--- config.mk ---
export PLATFORM = sky130hd
export DESIGN_NAME = reset_cause_init
export DESIGN_NICKNAME = d
export VERILOG_FILES = /design/src/design/reset_cause_pkg.sv /design/src/design/startup_timer.sv /design/src/design/reset_cause_init.sv
export SDC_FILE = /design/constraint.sdc
export NUM_CORES = 1
export LEC_CHECK = 0
export ABC_AREA = 1
export BUFFER_PORTS_ARGS = -buffer_cell sky130_fd_sc_hd__buf_2
export CAP_MARGIN = 10
export CORE_UTILIZATION = 35
export DETAILED_ROUTE_END_ITERATION = 8
export GPL_TIMING_DRIVEN = 1
export SLEW_MARGIN = 20
export SYNTH_ARGS = -nofsm -noshare
export SYNTH_HDL_FRONTEND = slang
export SYNTH_SLANG_ARGS = --single-unit
--- constraint.sdc ---
create_clock -name CLK -period 2.7 [get_ports CLK]
set_input_delay 0.405 -clock CLK [delete_from_list [all_inputs] [get_ports CLK]]
set_output_delay 0.405 -clock CLK [all_outputs]
set_load 0.05 [all_outputs]
--- src/design/reset_cause_pkg.sv ---
// constants, field layout and modes of the reset cause and init block
// assumes one 10 MHz system clock and a registered AHB-Lite slave port
package reset_cause_pkg;

	// ==========================================================
	// register map: printed index, byte address is four times it
	localparam int ADDR_W = 12;
	localparam logic [7:0] IDX_CPU_STATUS = 8'h03;
	localparam logic [7:0] IDX_RESET_CAUSE = 8'h8e;
	localparam logic [7:0] IDX_IRQ_CONTROL = 8'h0b;
	localparam logic [7:0] IDX_PERIPH_IRQ = 8'h0c;
	localparam logic [7:0] IDX_START_CONFIG = 8'h40;
	localparam logic [11:0] ADDR_CPU_STATUS = {2'h0, IDX_CPU_STATUS, 2'h0};
	localparam logic [11:0] ADDR_RESET_CAUSE = {2'h0, IDX_RESET_CAUSE, 2'h0};
	localparam logic [11:0] ADDR_IRQ_CONTROL = {2'h0, IDX_IRQ_CONTROL, 2'h0};
	localparam logic [11:0] ADDR_PERIPH_IRQ = {2'h0, IDX_PERIPH_IRQ, 2'h0};
	localparam logic [11:0] ADDR_START_CONFIG = {2'h0, IDX_START_CONFIG, 2'h0};
	localparam int HTRANS_ACTIVE_BIT = 1;

	// ==========================================================
	// cpu_status fields
	localparam int DATA_MSB = 7;
	localparam int BANK_LSB = 5;
	localparam int TIMEOUT_FLAG_BIT = 4;
	localparam int POWERDOWN_FLAG_BIT = 3;
	localparam logic [2:0] BANK_ZERO = 3'h0;
	localparam logic [1:0] FLAGS_POWER_UP = 2'h3;
	localparam logic [1:0] FLAGS_PIN_SLEEP = 2'h2;
	localparam logic [1:0] FLAGS_WDOG_WAKE = 2'h0;
	localparam logic [1:0] FLAGS_IRQ_WAKE = 2'h2;
	localparam logic [7:0] STATUS_POR = 8'h18;

	// ==========================================================
	// reset_cause_status (power_control_reg) fields
	localparam int CAUSE_W = 3;
	localparam int BROWNOUT_FLAG_BIT = 0;
	localparam int POWER_ON_FLAG_BIT = 1;
	localparam int SW_BROWNOUT_EN_BIT = 2;
	localparam logic [2:0] CAUSE_POR = 3'h4;
	localparam logic [2:0] CAUSE_BROWNOUT = 3'h6;

	// ==========================================================
	// interrupt registers
	localparam int GLOBAL_IRQ_EN_BIT = 7;
	localparam logic [7:0] GLOBAL_IRQ_EN_MASK = 8'h80;
	localparam logic [7:0] IRQ_REG_RESET = 8'h00;

	// ==========================================================
	// start configuration fields
	localparam int CFG_W = 6;
	localparam int CFG_OSC_LSB = 0;
	localparam int CFG_OSC_MSB = 2;
	localparam int CFG_BROWNOUT_LSB = 3;
	localparam int CFG_BROWNOUT_MSB = 4;
	localparam int CFG_PWRT_N_BIT = 5;
	localparam logic [5:0] CFG_RESET = 6'h19;
	localparam logic [1:0] BROWNOUT_MODE_OFF = 2'h0;

	typedef enum logic [2:0] {
		OSC_LOW_POWER_CRYSTAL,
		OSC_STANDARD_CRYSTAL,
		OSC_HIGH_SPEED_CRYSTAL,
		OSC_EXTERNAL_CLOCK,
		OSC_RESISTOR_CAPACITOR,
		OSC_INTERNAL
	} osc_mode_type;

	// ==========================================================
	// program counter and timing
	localparam int PC_W = 13;
	localparam logic [12:0] RESET_VECTOR = 13'h0000;
	localparam logic [12:0] IRQ_VECTOR = 13'h0004;
	localparam int PWRT_TIME_MS = 64;
	localparam int LF_OSC_HZ = 31000;
	localparam int PWRT_TICKS = (PWRT_TIME_MS * LF_OSC_HZ) / 1000;
	localparam int OST_PERIODS = 1024;
	localparam int TIMER_W = 16;

endpackage

--- src/design/startup_timer.sv ---
// power-up delay followed by oscillator start-up count
// assumes lf_tick is a one-cycle pulse per low-frequency period
module startup_timer
	import reset_cause_pkg::*;
#(
	parameter int PWRT_COUNT = PWRT_TICKS,
	parameter int OST_COUNT = OST_PERIODS
) (
	input wire logic clk,
	input wire logic rst_n,
	input wire logic start,
	input wire logic pwrt_en,
	input wire logic ost_en,
	input wire logic lf_tick,
	output logic busy
);

	typedef enum logic [1:0] {
		TMR_IDLE,
		TMR_POWERUP,
		TMR_OSC_START
	} timer_state_type;

	timer_state_type state_ff, nxt_state;
	logic [TIMER_W-1:0] cnt_ff, nxt_cnt;
	logic ost_en_ff;

	// ==========================================================
	// terminal counts
	wire pwrt_last = lf_tick && (cnt_ff == TIMER_W'(PWRT_COUNT - 1));
	wire ost_last = (cnt_ff == TIMER_W'(OST_COUNT - 1));
	wire [TIMER_W-1:0] cnt_inc = cnt_ff + TIMER_W'(1);
	assign busy = (state_ff != TMR_IDLE);

	// a new start restarts the whole sequence, so a brown-out
	// during the delay re-arms it from zero
	always_comb begin
		nxt_state = state_ff;
		nxt_cnt = cnt_ff;
		if (start) begin
			nxt_cnt = '0;
			if (pwrt_en) begin
				nxt_state = TMR_POWERUP;
			end else if (ost_en) begin
				nxt_state = TMR_OSC_START;
			end else begin
				nxt_state = TMR_IDLE;
			end
		end else begin
			unique case (state_ff)
				TMR_IDLE: begin
					nxt_cnt = cnt_ff;
				end
				TMR_POWERUP: begin
					if (pwrt_last) begin
						nxt_cnt = '0;
						nxt_state = ost_en_ff ? TMR_OSC_START : TMR_IDLE;
					end else if (lf_tick) begin
						nxt_cnt = cnt_inc;
					end
				end
				TMR_OSC_START: begin
					if (ost_last) begin
						nxt_cnt = '0;
						nxt_state = TMR_IDLE;
					end else begin
						nxt_cnt = cnt_inc;
					end
				end
				// unused code: fall back to idle rather than hang
				default: begin
					nxt_cnt = '0;
					nxt_state = TMR_IDLE;
				end
			endcase
		end
	end

	// state, count and the latched oscillator request
	always_ff @(posedge clk) begin
		if (!rst_n) begin
			state_ff <= TMR_IDLE;
			cnt_ff <= '0;
			ost_en_ff <= 1'b0;
		end else begin
			state_ff <= nxt_state;
			cnt_ff <= nxt_cnt;
			ost_en_ff <= start ? ost_en : ost_en_ff;
		end
	end
endmodule

--- src/design/reset_cause_init.sv ---
// reset cause recording, start-up delay control and pc loading
// assumes event inputs are one-cycle pulses already filtered and
// synchronous to CLK; RST_N low stands for the power-on reset
module reset_cause_init
	import reset_cause_pkg::*;
#(
	parameter int PWRT_COUNT = PWRT_TICKS,
	parameter int OST_COUNT = OST_PERIODS
) (
	input wire logic CLK,
	input wire logic RST_N,
	input wire logic HSEL,
	input wire logic [31:0] HADDR,
	input wire logic [1:0] HTRANS,
	input wire logic HWRITE,
	input wire logic [2:0] HSIZE,
	input wire logic [31:0] HWDATA,
	input wire logic HREADY,
	output logic [31:0] HRDATA,
	output logic HREADYOUT,
	output logic HRESP,
	input wire logic BROWNOUT_EVT,
	input wire logic WATCHDOG_EVT,
	input wire logic RESET_PIN_EVT,
	input wire logic IRQ_WAKE_EVT,
	input wire logic [7:0] WAKE_IRQ_BITS,
	input wire logic [7:0] WAKE_PERIPH_BITS,
	input wire logic SLEEP_ACTIVE,
	input wire logic INSTR_DONE,
	input wire logic [12:0] NEXT_PC,
	input wire logic LF_TICK,
	output logic CHIP_HOLD,
	output logic PC_LOAD,
	output logic [12:0] PC_ADDR,
	output logic GLOBAL_IRQ_EN
);

	// ==========================================================
	// state
	logic [7:0] status_ff, nxt_status;
	logic [CAUSE_W-1:0] cause_ff, nxt_cause;
	logic [7:0] irq_ctl_ff, nxt_irq_ctl;
	logic [7:0] periph_ff, nxt_periph;
	logic [CFG_W-1:0] cfg_ff, nxt_cfg;
	logic [ADDR_W-1:0] addr_ff;
	logic wr_ff, rd_ff;
	logic por_pend_ff, load_pend_ff, vec_pend_ff;
	logic [PC_W-1:0] load_addr_ff;
	logic tmr_busy;

	function automatic logic reg_hit(input logic [ADDR_W-1:0] a,
		input logic [ADDR_W-1:0] target);
		reg_hit = (a == target);
	endfunction

	// ==========================================================
	// event decode, brown-out first, then watchdog, then pin
	wire [1:0] brownout_mode = cfg_ff[CFG_BROWNOUT_MSB:CFG_BROWNOUT_LSB];
	wire evt_brownout = BROWNOUT_EVT && (brownout_mode != BROWNOUT_MODE_OFF);
	wire evt_wdog = !evt_brownout && WATCHDOG_EVT;
	wire evt_pin = !evt_brownout && !WATCHDOG_EVT && RESET_PIN_EVT;
	wire evt_irq = !evt_brownout && !WATCHDOG_EVT && !RESET_PIN_EVT &&
		IRQ_WAKE_EVT && SLEEP_ACTIVE;
	wire wdog_reset = evt_wdog && !SLEEP_ACTIVE;
	wire wdog_wake = evt_wdog && SLEEP_ACTIVE;
	wire pin_sleep = evt_pin && SLEEP_ACTIVE;
	wire pin_run = evt_pin && !SLEEP_ACTIVE;
	wire any_reset = evt_brownout || wdog_reset || evt_pin;
	wire any_wake = wdog_wake || evt_irq;
	wire evt_any = any_reset || any_wake;
	wire irq_enabled = irq_ctl_ff[GLOBAL_IRQ_EN_BIT];

	// ==========================================================
	// start-up delay selection
	wire [2:0] osc_mode = cfg_ff[CFG_OSC_MSB:CFG_OSC_LSB];
	wire is_crystal = (osc_mode < 3'(OSC_EXTERNAL_CLOCK));
	wire power_up = por_pend_ff || evt_brownout;
	// delay runs when the bit is clear
	wire pwrt_on = power_up && !cfg_ff[CFG_PWRT_N_BIT];
	// crystal count on power-up and wake
	wire ost_on = is_crystal && (power_up || any_wake);
	// no start for others without delay
	wire tmr_start = (power_up || any_wake) && (pwrt_on || ost_on);

	// hold while the delay timer runs
	startup_timer #(
		.PWRT_COUNT(PWRT_COUNT),
		.OST_COUNT(OST_COUNT)
	) startup_timer_i (
		.clk(CLK),
		.rst_n(RST_N),
		.start(tmr_start),
		.pwrt_en(pwrt_on),
		.ost_en(ost_on),
		.lf_tick(LF_TICK),
		.busy(tmr_busy)
	);

	// ==========================================================
	// program counter loading; a new event always overrides a
	// pending load so the latest cause decides the address
	wire quiet = !evt_any && !por_pend_ff && !tmr_busy;
	wire fire_load = load_pend_ff && quiet;
	// vector only after next instruction ran
	wire fire_vector = vec_pend_ff && !load_pend_ff && INSTR_DONE && quiet;
	// resets take 000h, wakes take next pc
	wire [PC_W-1:0] nxt_load_addr = any_reset ? RESET_VECTOR :
		any_wake ? NEXT_PC : load_addr_ff;
	wire [PC_W-1:0] nxt_pc_addr = fire_load ? load_addr_ff :
		fire_vector ? IRQ_VECTOR : PC_ADDR;
	wire nxt_load_pend = evt_any || (load_pend_ff && !fire_load);
	wire nxt_vec_pend = !any_reset &&
		((evt_irq && irq_enabled) || (vec_pend_ff && !fire_vector));

	// ==========================================================
	// bus write strobes and read mux
	wire we_status = wr_ff && reg_hit(addr_ff, ADDR_CPU_STATUS);
	wire we_cause = wr_ff && reg_hit(addr_ff, ADDR_RESET_CAUSE);
	wire we_irq = wr_ff && reg_hit(addr_ff, ADDR_IRQ_CONTROL);
	wire we_periph = wr_ff && reg_hit(addr_ff, ADDR_PERIPH_IRQ);
	wire we_cfg = wr_ff && reg_hit(addr_ff, ADDR_START_CONFIG);
	wire [7:0] wdata = HWDATA[DATA_MSB:0];
	// both cause flags read back in bits 1:0
	wire [31:0] rd_data =
		reg_hit(addr_ff, ADDR_CPU_STATUS) ? 32'(status_ff) :
		reg_hit(addr_ff, ADDR_RESET_CAUSE) ? 32'(cause_ff) :
		reg_hit(addr_ff, ADDR_IRQ_CONTROL) ? 32'(irq_ctl_ff) :
		reg_hit(addr_ff, ADDR_PERIPH_IRQ) ? 32'(periph_ff) :
		reg_hit(addr_ff, ADDR_START_CONFIG) ? 32'(cfg_ff) : 32'h0;
	wire xfer = HSEL && HTRANS[HTRANS_ACTIVE_BIT] && HREADY;

	// ==========================================================
	// cpu_status; timeout and powerdown are read-only to software
	wire [7:0] st_sw = we_status ? {wdata[DATA_MSB:BANK_LSB],
		status_ff[TIMEOUT_FLAG_BIT:POWERDOWN_FLAG_BIT],
		wdata[POWERDOWN_FLAG_BIT-1:0]} : status_ff;
	wire [2:0] st_bank = st_sw[DATA_MSB:BANK_LSB];
	wire [2:0] st_low = st_sw[POWERDOWN_FLAG_BIT-1:0];
	wire [3:0] st_keep4 = st_sw[TIMEOUT_FLAG_BIT-1:0];
	wire [4:0] st_keep5 = st_sw[TIMEOUT_FLAG_BIT:0];
	// pin reset flags by sleep state
	assign nxt_status =
		evt_brownout ? {BANK_ZERO, FLAGS_POWER_UP, st_low} :
		wdog_reset ? {BANK_ZERO, 1'b0, st_keep4} :
		pin_run ? {BANK_ZERO, st_keep5} :
		pin_sleep ? {BANK_ZERO, FLAGS_PIN_SLEEP, st_low} :
		wdog_wake ? {st_bank, FLAGS_WDOG_WAKE, st_low} :
		evt_irq ? {st_bank, FLAGS_IRQ_WAKE, st_low} : st_sw;

	// fixed value on brown-out, else bus write or kept
	// pin and watchdog resets keep flags
	assign nxt_cause = evt_brownout ? CAUSE_BROWNOUT :
		we_cause ? wdata[CAUSE_W-1:0] : cause_ff;

	// wake only sets its causing bits
	assign nxt_irq_ctl = any_reset ? IRQ_REG_RESET :
		(((we_irq ? wdata : irq_ctl_ff) &
		~(fire_vector ? GLOBAL_IRQ_EN_MASK : IRQ_REG_RESET)) |
		(evt_irq ? WAKE_IRQ_BITS : IRQ_REG_RESET));
	assign nxt_periph = any_reset ? IRQ_REG_RESET :
		((we_periph ? wdata : periph_ff) |
		(evt_irq ? WAKE_PERIPH_BITS : IRQ_REG_RESET));
	assign nxt_cfg = we_cfg ? wdata[CFG_W-1:0] : cfg_ff;

	// ==========================================================
	// register file; power-on values land while RST_N is low
	always_ff @(posedge CLK) begin
		if (!RST_N) begin
			cause_ff <= CAUSE_POR;
			status_ff <= STATUS_POR;
			irq_ctl_ff <= IRQ_REG_RESET;
			periph_ff <= IRQ_REG_RESET;
			cfg_ff <= CFG_RESET;
		end else begin
			cause_ff <= nxt_cause;
			status_ff <= nxt_status;
			irq_ctl_ff <= nxt_irq_ctl;
			periph_ff <= nxt_periph;
			cfg_ff <= nxt_cfg;
		end
	end

	// sequencing and pc outputs; the power-on load waits for
	// the start-up delay that por_pend_ff launches
	always_ff @(posedge CLK) begin
		if (!RST_N) begin
			por_pend_ff <= 1'b1;
			load_pend_ff <= 1'b1;
			vec_pend_ff <= 1'b0;
			load_addr_ff <= RESET_VECTOR;
			PC_LOAD <= 1'b0;
			PC_ADDR <= RESET_VECTOR;
			CHIP_HOLD <= 1'b1;
			GLOBAL_IRQ_EN <= 1'b0;
		end else begin
			por_pend_ff <= 1'b0;
			load_pend_ff <= nxt_load_pend;
			vec_pend_ff <= nxt_vec_pend;
			load_addr_ff <= nxt_load_addr;
			PC_LOAD <= fire_load || fire_vector;
			PC_ADDR <= nxt_pc_addr;
			CHIP_HOLD <= tmr_start || tmr_busy;
			GLOBAL_IRQ_EN <= nxt_irq_ctl[GLOBAL_IRQ_EN_BIT];
		end
	end

	// ahb-lite slave: writes have no wait state, reads take one
	// so a read right after a write sees the new value
	always_ff @(posedge CLK) begin
		if (!RST_N) begin
			addr_ff <= '0;
			wr_ff <= 1'b0;
			rd_ff <= 1'b0;
			HREADYOUT <= 1'b1;
			HRDATA <= 32'h0;
			HRESP <= 1'b0;
		end else begin
			addr_ff <= xfer ? HADDR[ADDR_W-1:0] : addr_ff;
			wr_ff <= xfer && HWRITE;
			rd_ff <= xfer && !HWRITE;
			HREADYOUT <= !(xfer && !HWRITE);
			HRDATA <= rd_ff ? rd_data : HRDATA;
			HRESP <= 1'b0;
		end
	end
endmodule

==> results of run 1 <==
## stage by stage
stage               instances  hold slack [ps]  setup slack (ps)  cell area [um^2]
floorplan                 753              424              1120              5290
global placement          980              434               716              5680
detailed placement        980              436               734              5680
CTS                       996              214               715              5990
global route              996              221               498              5990
finish                    996              221               692              5990
## final timing paths
kind | from | end | slack (ps) | cells past startpoint
worst max-delay path | startup_timer_i.cnt_ff[0]$_SDFFE_PP0P_ | startup_timer_i.cnt_ff[11]$_SDFFE_PP0P_ | 690 | 8
worst min-delay path | HWRITE | rd_ff$_SDFF_PN0_ | 220 | 2
worst max register to register | startup_timer_i.cnt_ff[0]$_SDFFE_PP0P_ | startup_timer_i.cnt_ff[11]$_SDFFE_PP0P_ | 690 | 8
worst min register to register | addr_ff[7]$_SDFFE_PN0P_ | addr_ff[7]$_SDFFE_PN0P_ | 440 | 2
## per-layer routing
metal	GRT usage, %	up-vias
met5	0	-
met3	4.58	17
met4	5.50	0
li1	-	2474
met2	28.0	105
met1	24.2	2130
## area by class of cell
class	count	share of cell area [%]
clock buffer	9	3.76
inverter	80	5.01
clock inverter	7	1.42
tap	184	3.84
sequential	106	35.4
multi-input combinational	517	42.5
timing repair buffer	93	8.06
## critical path: stages (launching register included)
cell and delay, ps:
dfxtp_1 400, ha_1 240, nand2_1 100, nor2_2 170
nand2_1 130, o21ai_1 200, nand2_1 350, nand3b_1 240
a21oi_2 60
## power breakdown
group | leakage [uW] | internal, uW | total, uW | switching (uW)
clock | 0.000146 | 740 | 1390 | 652
sequential | 0.000858 | 1580 | 1600 | 16.1
combinational | 0.00163 | 79.0 | 318 | 239
total | 0.00264 | 2400 | 3310 | 908
## logic make-up (layout without fill, tap and decap cells)
| logic type | count (synthesis) | in the layout | share of synthesized area, % |
|---|---|---|---|
| AO/OA/AOI/OAI | 135 | 135 | 14.9 |
| XOR/XNOR | 9 | 9 | 1.52 |
| adder cells (fa/ha/maj) | 4 | 4 | 0.963 |
| buffers and inverters | 130 | 189 | 11.9 |
| flip-flops | 106 | 106 | 40.8 |
| other | 1 | 25 | 0.0722 |
| AND/OR/NAND/NOR | 344 | 344 | 29.9 |
## layout by cell type (no fill, tap or decap), types with 6 or more instances in the layout
cell type    n
nand2_1    163
dfxtp_1    106
buf_2       86
nor2_1      80
inv_1       73
o21ai_0     56
nand3_1     55
a21oi_1     50
conb_1      25
nand4_1     13
a21oi_2     11
clkbuf_16    9
o211ai_1     8
nand3b_1     7
nand3_2      7
buf_4        7
xor2_1       6
## state kept, by name (all words and copies together), names as in the netlist, 2 cells and up
name                      count
cfg_ff                        6
periph_ff                     8
status_ff                     8
addr_ff                      12
PC_ADDR                      13
startup_timer_i.state_ff      2
load_addr_ff                 13
irq_ctl_ff                    8
startup_timer_i.cnt_ff       16
HRDATA                        8
cause_ff                      3
==> results.md, run 1 <==
* Status: finished clean
* Critical Path Source Type: flip-flop
* GR Util All Layers at 17.9%
* Area of the multi-input gates at 2550 um^2
* Antenna Nets Post-Route at 0
* Most numerous cell in the Yosys netlist: nand2_1
* Clk slew on worst S/H paths at 80 ps
* Post-synth top area share at 40.8%
* Met2 WL at 5.67 mm
* Setup TNS at 0 ps
* Final hold viol count at 0
* Vias per cell at 4.74
* Post-synth top area cell: dfxtp_1
* Max Used Layer: met4
* Initial antenna violation count at 1
* Async set-or-reset flop fraction in the synthesized netlist at 0%
* Drt total wl at 13.0 mm
* Postcts setup bufs at 0
* Register Area at 2120 um^2
* Min cycle time layout at 2010 ps
* Mapped Cells at 729
* Number of enable flip-flop cells after synthesis at 0
* Post-layout util at 41.2%
* Htree depth at 3
* Hold bufs inserted after CTS at 0
* Post-synth top cells: 163 x nand2_1, 106 x dfxtp_1, 80 x nor2_1
* Total congestion overflow at 0
* Area grow syn2layout at 15.3%
* Share of layout cells above drive strength 1 at 18.1%
* Crit-path max FO at 15
* First-pass GRT wire length at 21.2 mm
* Clock Latency Late Sink at 360 ps
* Ports at 160
* Seq/Total Area, Yosys at 40.8%
* PwrDens at 552 nW/um^2
* FP Rows at 44
* DP HPWL at 9.28 mm
* Wl on met1 at 6.53 mm
* Root buf cell: clkbuf_16
* PortBufs at 86
* Drt drc at 0
* Slew at the pin closest to its max-slew limit at 754 ps
* Initial core utilization at 35.8%
* TritonCTS buffer count at 9
* Largest net degree at the start of global routing at 30
* Top cells by area, synth: dfxtp_1 41%, nand2_1 12%, nor2_1 5.8%
* Antenna Cells at 0
* Slew HR at 49.6%
* VDD IR max at 0.000279 V
* Core area at 14500 um^2
* Final Skew at 7.62 ps
* Max clock buf depth at 2
* Hold Path Class: in -> reg
* Wire length on met3 at 602 um
* RSZ-0062 raised after global routing: false
* CTS tree: done
* Critical Path AT at 2250 ps
* Req. time, crit path at 2940 ps
* Vias in the first global route at 4316
* Sink Count at 106
* Final setup fails at 0
* Nets at 921
* Total Power at 3310 uW
* Vias at 4726
* Cell Area, Synth at 5200 um^2
* Die area at 15300 um^2
* FILL cells at 1610
* Final period util at 74.4%
* Yosys reg bits at 106
* Ys flop type: dfxtp_1
* Total of max-cap violations at 0
* Cell variety after synth at 39
* Yosys warnings at 0
* Initial DRC count at 220
* Placer congestion estimate at 0.838
* Average cell area after synthesis at 7.13 um^2
* CP Capture Type: flip-flop
* Post-CTS sizing at 0
* Max Clk Rate at 0.498 GHz
* WS Path Type: reg -> reg
* Fin. max-slew vios at 0
* DR pass1 iterations at 4
* Routed len/inst at 13.1 um
* Die W at 124 um
* Die H at 124 um
* P_leak at 0.00264 uW
(Power assumes the default switching activity.)
==> run 2: changes to the inputs <==
--- a/config.mk
+++ b/config.mk
@@ -5,7 +5,7 @@
 export SDC_FILE = /design/constraint.sdc
 export NUM_CORES = 1
 export LEC_CHECK = 0
-export ABC_AREA = 1
+export ABC_AREA = 0
 export BUFFER_PORTS_ARGS = -buffer_cell sky130_fd_sc_hd__buf_2
 export CAP_MARGIN = 10
 export CORE_UTILIZATION = 35
==> constraint.sdc (replaced) <==
create_clock -name CLK -period 2 [get_ports CLK]
set_input_delay 0.3 -clock CLK [delete_from_list [all_inputs] [get_ports CLK]]
set_output_delay 0.3 -clock CLK [all_outputs]
set_load 0.05 [all_outputs]
==> run 2 against run 1 <==
Compared with the run above: the flow now finishes with violations (negative setup slack); via count fell by 5.7%; hold slack got worse by 66 ps; first-iteration DRC count fell by 5.9%; routed wire length is 6.1% lower; core utilization up 4.1 points; register-to-register slack worse by 1100 ps; clock skew decreased by 2.3 ps; non-clock buffer count grew 53; clock power increased by 28%; critical path type unchanged.
==> results.md, run 2 <==
* Die W at 118 um
* Post-synth top cells: 147 x nand2_1, 106 x dfxtp_1, 49 x a21oi_1
* Hold EP: rd_ff$_SDFF_PN0_
* RSZ-0062 raised after global routing: true
* First-pass GRT wire length at 20.4 mm
* Initial DRC count at 207
* Violated checks: negative setup slack
* Layout Cells excl Fill at 900
* Status: finished with violations
* Final Skew at 5.34 ps
* PortBufs at 86
* Nets at 833
* Req. time, crit path at 2230 ps
* FILL cells at 1346
* VDD IR max at 0.000436 V
* Reg-to-reg slack, setup at -400 ps
* Cells on Worst Hold Path at 2
* Max reg flops at 16
* Yosys reg bits at 106
* Post-synth top area share at 44.7%
* Drt drc at 0
* Area of the multi-input gates at 2420 um^2
* Placed cells at 882
* FP Rows at 42
* CP Capture Type: flip-flop
* Min cycle time layout at 2400 ps
* GR Util All Layers at 18.0%
* Clock Latency Late Sink at 340 ps
* Routed len/inst at 13.6 um
* CTS tree: done
* Antenna Nets Post-Route at 0
* P_leak at 0.00232 uW
* Cell variety after synth at 56
* Dpl ws at -439 ps
* Htree depth at 3
* Drt total wl at 12.2 mm
* DR pass1 iterations at 5
* Antenna Cells at 0
* Mapped Cells at 594
* Vias per cell at 4.95
* Met3 usage at 2.90%
* Worst r2r path cells at 6
* Initial antenna violation count at 0
* Worst R2R Start: startup_timer_i.cnt_ff[14]$_SDFFE_PP0P_
* Area grow syn2layout at 26.6%
* Largest regs: startup_timer_i.cnt_ff (16), PC_ADDR (13), load_addr_ff (13)
* Yosys warnings at 0
* Hold Path Class: in -> reg
* Critical Path Source Type: flip-flop
* Most frequent cells in the layout: 146 x nand2_1, 105 x dfxtp_1, 86 x buf_2, 59 x buf_4, 44 x a21oi_1
* Die H at 118 um
* Total congestion overflow at 0
* Seq/Total Area, Yosys at 44.7%
* Final setup fails at 18
* Sink Count at 106
* Critical Path AT at 2630 ps
* Max Clk Rate at 0.416 GHz
* WS Path Type: reg -> reg
* Clk slew on worst S/H paths at 70 ps
* PwrDens at 727 nW/um^2
* Slew HR at 61.8%
* Reg with most FFs: startup_timer_i.cnt_ff
* Final worst-path setup slack at -403 ps
* Number of enable flip-flop cells after synthesis at 0
* Cell Area, Synth at 4740 um^2
* Root buf cell: clkbuf_16
* Global Route met2 Usage at 32.0%
* Most common cell after layout, fill and taps aside: nand2_1
* Core area at 13200 um^2
* Most numerous cell in the Yosys netlist: nand2_1
* Crit-path max FO at 5
* Final hold viol count at 0
* Slew at the pin closest to its max-slew limit at 572 ps
* Initial core utilization at 35.8%
* Ports at 160
* Final period util at 120%
* Placer congestion estimate at 0.891
* Max clock buf depth at 2
* Die area at 14000 um^2
* Global Route met1 Usage at 22.0%
* Reg2reg end: startup_timer_i.cnt_ff[11]$_SDFFE_PP0P_
* DP HPWL at 9.15 mm
* Total of max-cap violations at 0
* Async set-or-reset flop fraction in the synthesized netlist at 0%
* Average cell area after synthesis at 7.98 um^2
* Ys flop type: dfxtp_1
* Share of layout cells above drive strength 1 at 25.8%
* Register Area at 2120 um^2
* Fin. max-slew vios at 0
* Vias at 4458
* Largest net degree at the start of global routing at 43
* Vias in the first global route at 4268
* Top cells by area, synth: dfxtp_1 45%, nand2_1 12%, a21oi_1 5.2%
* Gr busiest metal: met2
* TritonCTS buffer count at 9
* Post-synth top area cell: dfxtp_1
* Beginning of the worst hold path: HWRITE
-- run 2: cell types whose count changed in the layout (fill, tap and decap cells not counted), moves of 8 or more --
cell,delta
buf_4,+52
nor2_1,-50
inv_1,-59
a22oi_1,+18
mux2i_1,+8
nand2_1,-17
a31oi_1,+15
o21ai_0,-35
nand3_1,-29
-- run 2: worst max-delay path by stage --
| stage | from | endpoint | slack, ps |
|---|---|---|---|
| 2_1_floorplan | startup_timer_i.cnt_ff[14]$_SDFFE_PP0P_ | startup_timer_i.cnt_ff[11]$_SDFFE_PP0P_ | -400 |
| 3_3_place_gp | startup_timer_i.cnt_ff[14]$_SDFFE_PP0P_ | startup_timer_i.cnt_ff[5]$_SDFFE_PP0P_ | -390 |
| 3_5_place_dp | startup_timer_i.cnt_ff[14]$_SDFFE_PP0P_ | startup_timer_i.cnt_ff[5]$_SDFFE_PP0P_ | -440 |
| 4_1_cts | startup_timer_i.cnt_ff[14]$_SDFFE_PP0P_ | startup_timer_i.cnt_ff[11]$_SDFFE_PP0P_ | -380 |
| 5_1_grt | startup_timer_i.cnt_ff[14]$_SDFFE_PP0P_ | startup_timer_i.cnt_ff[14]$_SDFFE_PP0P_ | -440 |
| 6_report | startup_timer_i.cnt_ff[14]$_SDFFE_PP0P_ | startup_timer_i.cnt_ff[11]$_SDFFE_PP0P_ | -400 |
-- run 2: timing repair --
action	CTS	global route
buffers inserted	2	0
hold buffers	0	0
resized for setup	8	8
pin swaps	2	1
setup endpoints to repair	18	46
-- run 2: stage by stage --
step	hold WS [ps]	cell area [um^2]	total power, uW	util [%]	setup TNS (ps)
2_1_floorplan	388	4870	2490	-	-3720
3_3_place_gp	443	5620	2610	42.5	-5600
3_5_place_dp	448	5620	2620	42.5	-6380
4_1_cts	146	5970	4400	45.1	-5360
5_1_grt	159	6010	4520	45.4	-6720
6_report	155	6010	4370	45.4	-5560
-- run 2: cell type report --
type                    instances  share of cell area [%]
flip-flops and latches        106                    35.4
inverters                      15                   0.938
clock inverters                 2                   0.583
well taps                     176                    3.67
clock buffers                  14                    4.40
repair buffers                146                    14.7
multi-input cells             441                    40.3
-- run 2: logic make-up after synthesis --
logic type | synth area share [%]
AND/OR/NAND/NOR | 24.2
AO/OA/AOI/OAI | 18.7
flip-flops | 44.7
buffers and inverters | 8.28
multiplexers | 2.16
adder cells (fa/ha/maj) | 1.06
XOR/XNOR | 0.739
other | 0.0791
-- run 2: routing by layer --
| metal | part of all wire, % | routed length (um) |
|---|---|---|
| met3 | 3.5 | 429 |
| met5 | 0 | 0 |
| met4 | 1.3 | 157 |
| met1 | 46 | 5590 |
| met2 | 49 | 6050 |
-- run 2: where the power goes --
part	switching (uW)	internal, uW
registers	19.0	2140
clock network	745	1040
logic	291	138
-- run 2: critical path, cell delays in order, from the launching register on --
cell and delay, ps:
dfxtp_2 320, or4_4 540, or4_4 440, o41a_4 400, o211ai_4 220, o22ai_1 110
mux2_2 270
==> run 3: changes to the inputs <==
--- a/config.mk
+++ b/config.mk
@@ -9,6 +9,7 @@
 export BUFFER_PORTS_ARGS = -buffer_cell sky130_fd_sc_hd__buf_2
 export CAP_MARGIN = 10
 export CORE_UTILIZATION = 35
+export CTS_CLUSTER_DIAMETER = 30
 export DETAILED_ROUTE_END_ITERATION = 8
 export GPL_TIMING_DRIVEN = 1
 export SLEW_MARGIN = 20
==> constraint.sdc (replaced) <==
create_clock -name CLK -period 2.3 [get_ports CLK]
set_input_delay 0.345 -clock CLK [delete_from_list [all_inputs] [get_ports CLK]]
set_output_delay 0.345 -clock CLK [all_outputs]
set_load 0.05 [all_outputs]
==> run 3 against run 2 <==
Compared with the run above: the run still ends with negative setup slack left; final cell count down 2.6%; clock-buffer cell count down 3; final area down 2.8%; die area unchanged; critical endpoint is now startup_timer_i.cnt_ff[15]$_SDFFE_PP0P_; first-iteration DRC count up 40%; highest routed layer unchanged; largest cell class unchanged; fmax down 0.68%; worst setup slack better by 280 ps.
==> results.md, run 3 (synthesis results as in run 2) <==
* Antenna Nets Post-Route at 0
* VDD IR max at 0.000377 V
* Area of the multi-input gates at 2370 um^2
* Routed len/inst at 13.8 um
* DR pass1 iterations at 5
* Core area at 13200 um^2
* Hold EP: rd_ff$_SDFF_PN0_
* Critical Path Source Type: flip-flop
* Total Power at 4030 uW
* Root buf cell: clkbuf_16
* Drt total wl at 12.1 mm
* Max stage delay cell, worst path: or4_4
* Cells on Worst Hold Path at 2
* Sink Count at 106
* Placed inst area at 5420 um^2
* P_leak at 0.00223 uW
* Most frequent cells in the layout: 147 x nand2_1, 105 x dfxtp_1, 86 x buf_2, 47 x a21oi_1, 35 x buf_4
* Vias at 4393
* Slew HR at 59.4%
* Critical Path Max Stage Delay at 530 ps
* Vias per cell at 5.01
* Share of layout cells above drive strength 1 at 22.5%
* Vias in the first global route at 4082
* Crit path top cell by count: or4_4
* Final setup fails at 12
* Reg-to-reg slack, setup at -120 ps
* Largest regs: startup_timer_i.cnt_ff (16), PC_ADDR (13), load_addr_ff (13)
* Reg2reg end: startup_timer_i.cnt_ff[15]$_SDFFE_PP0P_
* Die W at 118 um
* Max clock buf depth at 2
* Beginning of the worst hold path: HWRITE
* Violated checks: negative setup slack
* GR Util All Layers at 17.5%
* CP Capture Type: flip-flop
* Total congestion overflow at 0
* Critical Path AT at 2670 ps
* Critical Path Source: startup_timer_i.cnt_ff[14]$_SDFFE_PP0P_
* Register Area at 2120 um^2
* PortBufs at 86
* Design area at 5840 um^2
* Status: finished with violations
* PwrDens at 691 nW/um^2
* DP HPWL at 8.79 mm
* Initial core utilization at 35.8%
* Slew at the pin closest to its max-slew limit at 610 ps
* Buffers & Inverters on Critical Path at 2
* Area grow syn2layout at 23.2%
* Largest net degree at the start of global routing at 43
* Initial DRC count at 290
* Most common cell after layout, fill and taps aside: nand2_1
* Hold Path Class: in -> reg
* Final Skew at 8.86 ps
* FILL cells at 1345
* Nets at 810
* Req. time, crit path at 2550 ps
* Total of max-cap violations at 0
* Reg with most FFs: startup_timer_i.cnt_ff
* Initial antenna violation count at 0
* Crit-path cells: or4_4 > or4_4 > o41a_4 > o211ai_4 > buf_4 > buf_6 > or3_1 > o21ai_1
* Htree depth at 3
* Fin. max-slew vios at 0
* Drt drc at 0
* FP Rows at 42
* Worst r2r path cells at 8
* Final hold viol count at 0
* Ports at 160
* First-pass GRT wire length at 19.7 mm
* Die H at 118 um
* Placed cells at 859
* Clk slew on worst S/H paths at 70 ps
* Crit-path max FO at 6
* CTS tree: done
* Final period util at 105%
* WS Path Type: reg -> reg
* Final worst-path setup slack at -119 ps
* Clock Latency Late Sink at 360 ps
* Worst R2R Start: startup_timer_i.cnt_ff[14]$_SDFFE_PP0P_
* Placer congestion estimate at 0.838
* Post-layout util at 44.1%
* Crit path max-delay family: simple AND/OR/NAND/NOR gates
* Dpl ws at -155 ps
* Layout Cells excl Fill at 877
* TritonCTS buffer count at 9
* Max Clk Rate at 0.413 GHz
* Max reg flops at 16
* RSZ-0062 raised after global routing: true
* Antenna Cells at 0
* Die area at 14000 um^2
* Min cycle time layout at 2420 ps
==> run 3: area by class of cell <==
type,instances,area share [%]
Inverter,15,0.964
Clock buffer,11,4.33
Timing Repair Buffer,123,12.3
Clock inverter,5,1.71
Multi-Input combinational cell,441,40.6
Sequential cell,106,36.4
Tap cell,176,3.77
==> run 3: stage by stage <==
step	TNS, ps	hold WS [ps]
final	-618	179
after global routing	-1470	182
after CTS	-297	183
after detailed placement	-1080	448
after global placement	-976	442
after floorplan	-105	433
==> run 3: worst reg2reg max path, stage by stage (launching register included) <==
cell and delay, ps:
dfxtp_2 320, or4_4 530, or4_4 440, o41a_4 410, o211ai_4 230, buf_4 160, buf_6 90, or3_1 90
o21ai_1 50
==> run 3: where the power goes <==
group / leakage (uW) / internal, uW / switching (uW) / total (uW)
sequential: 0.000858 / 1860 / 17.6 / 1870
clock: 0.000176 / 1120 / 690 / 1810
combinational: 0.00119 / 103 / 248 / 351
total: 0.00223 / 3080 / 955 / 4030
==> run 3: routing by layer <==
metal | vias up | share of wire (%) | track usage, %
met5 | - | 0 | 0
met4 | 0 | 2.0 | 5.46
met3 | 18 | 4.6 | 4.25
met2 | 121 | 47 | 28.8
met1 | 2025 | 46 | 22.6
li1 | 2229 | - | -
==> run 3: worst max path at each step <==
stage                                                          to  slack (ps)  cells after the start
after global routing      startup_timer_i.cnt_ff[11]$_SDFFE_PP0P_        -190                      6
after floorplan           startup_timer_i.cnt_ff[11]$_SDFFE_PP0P_        -110                      7
after detailed placement  startup_timer_i.cnt_ff[15]$_SDFFE_PP0P_        -160                      6
after global placement    startup_timer_i.cnt_ff[15]$_SDFFE_PP0P_        -130                      6
final                     startup_timer_i.cnt_ff[15]$_SDFFE_PP0P_        -120                      8
after CTS                 startup_timer_i.cnt_ff[11]$_SDFFE_PP0P_         -90                      6
==> run 3: timing repair <==
action,in CTS,in global routing
hold buffers,0,0
endpoints found under the setup margin,13,16
pin swaps,3,0
gates cloned,0,0
setup buffers,1,1
resized for setup,6,10
endpoints found under the hold margin,0,0
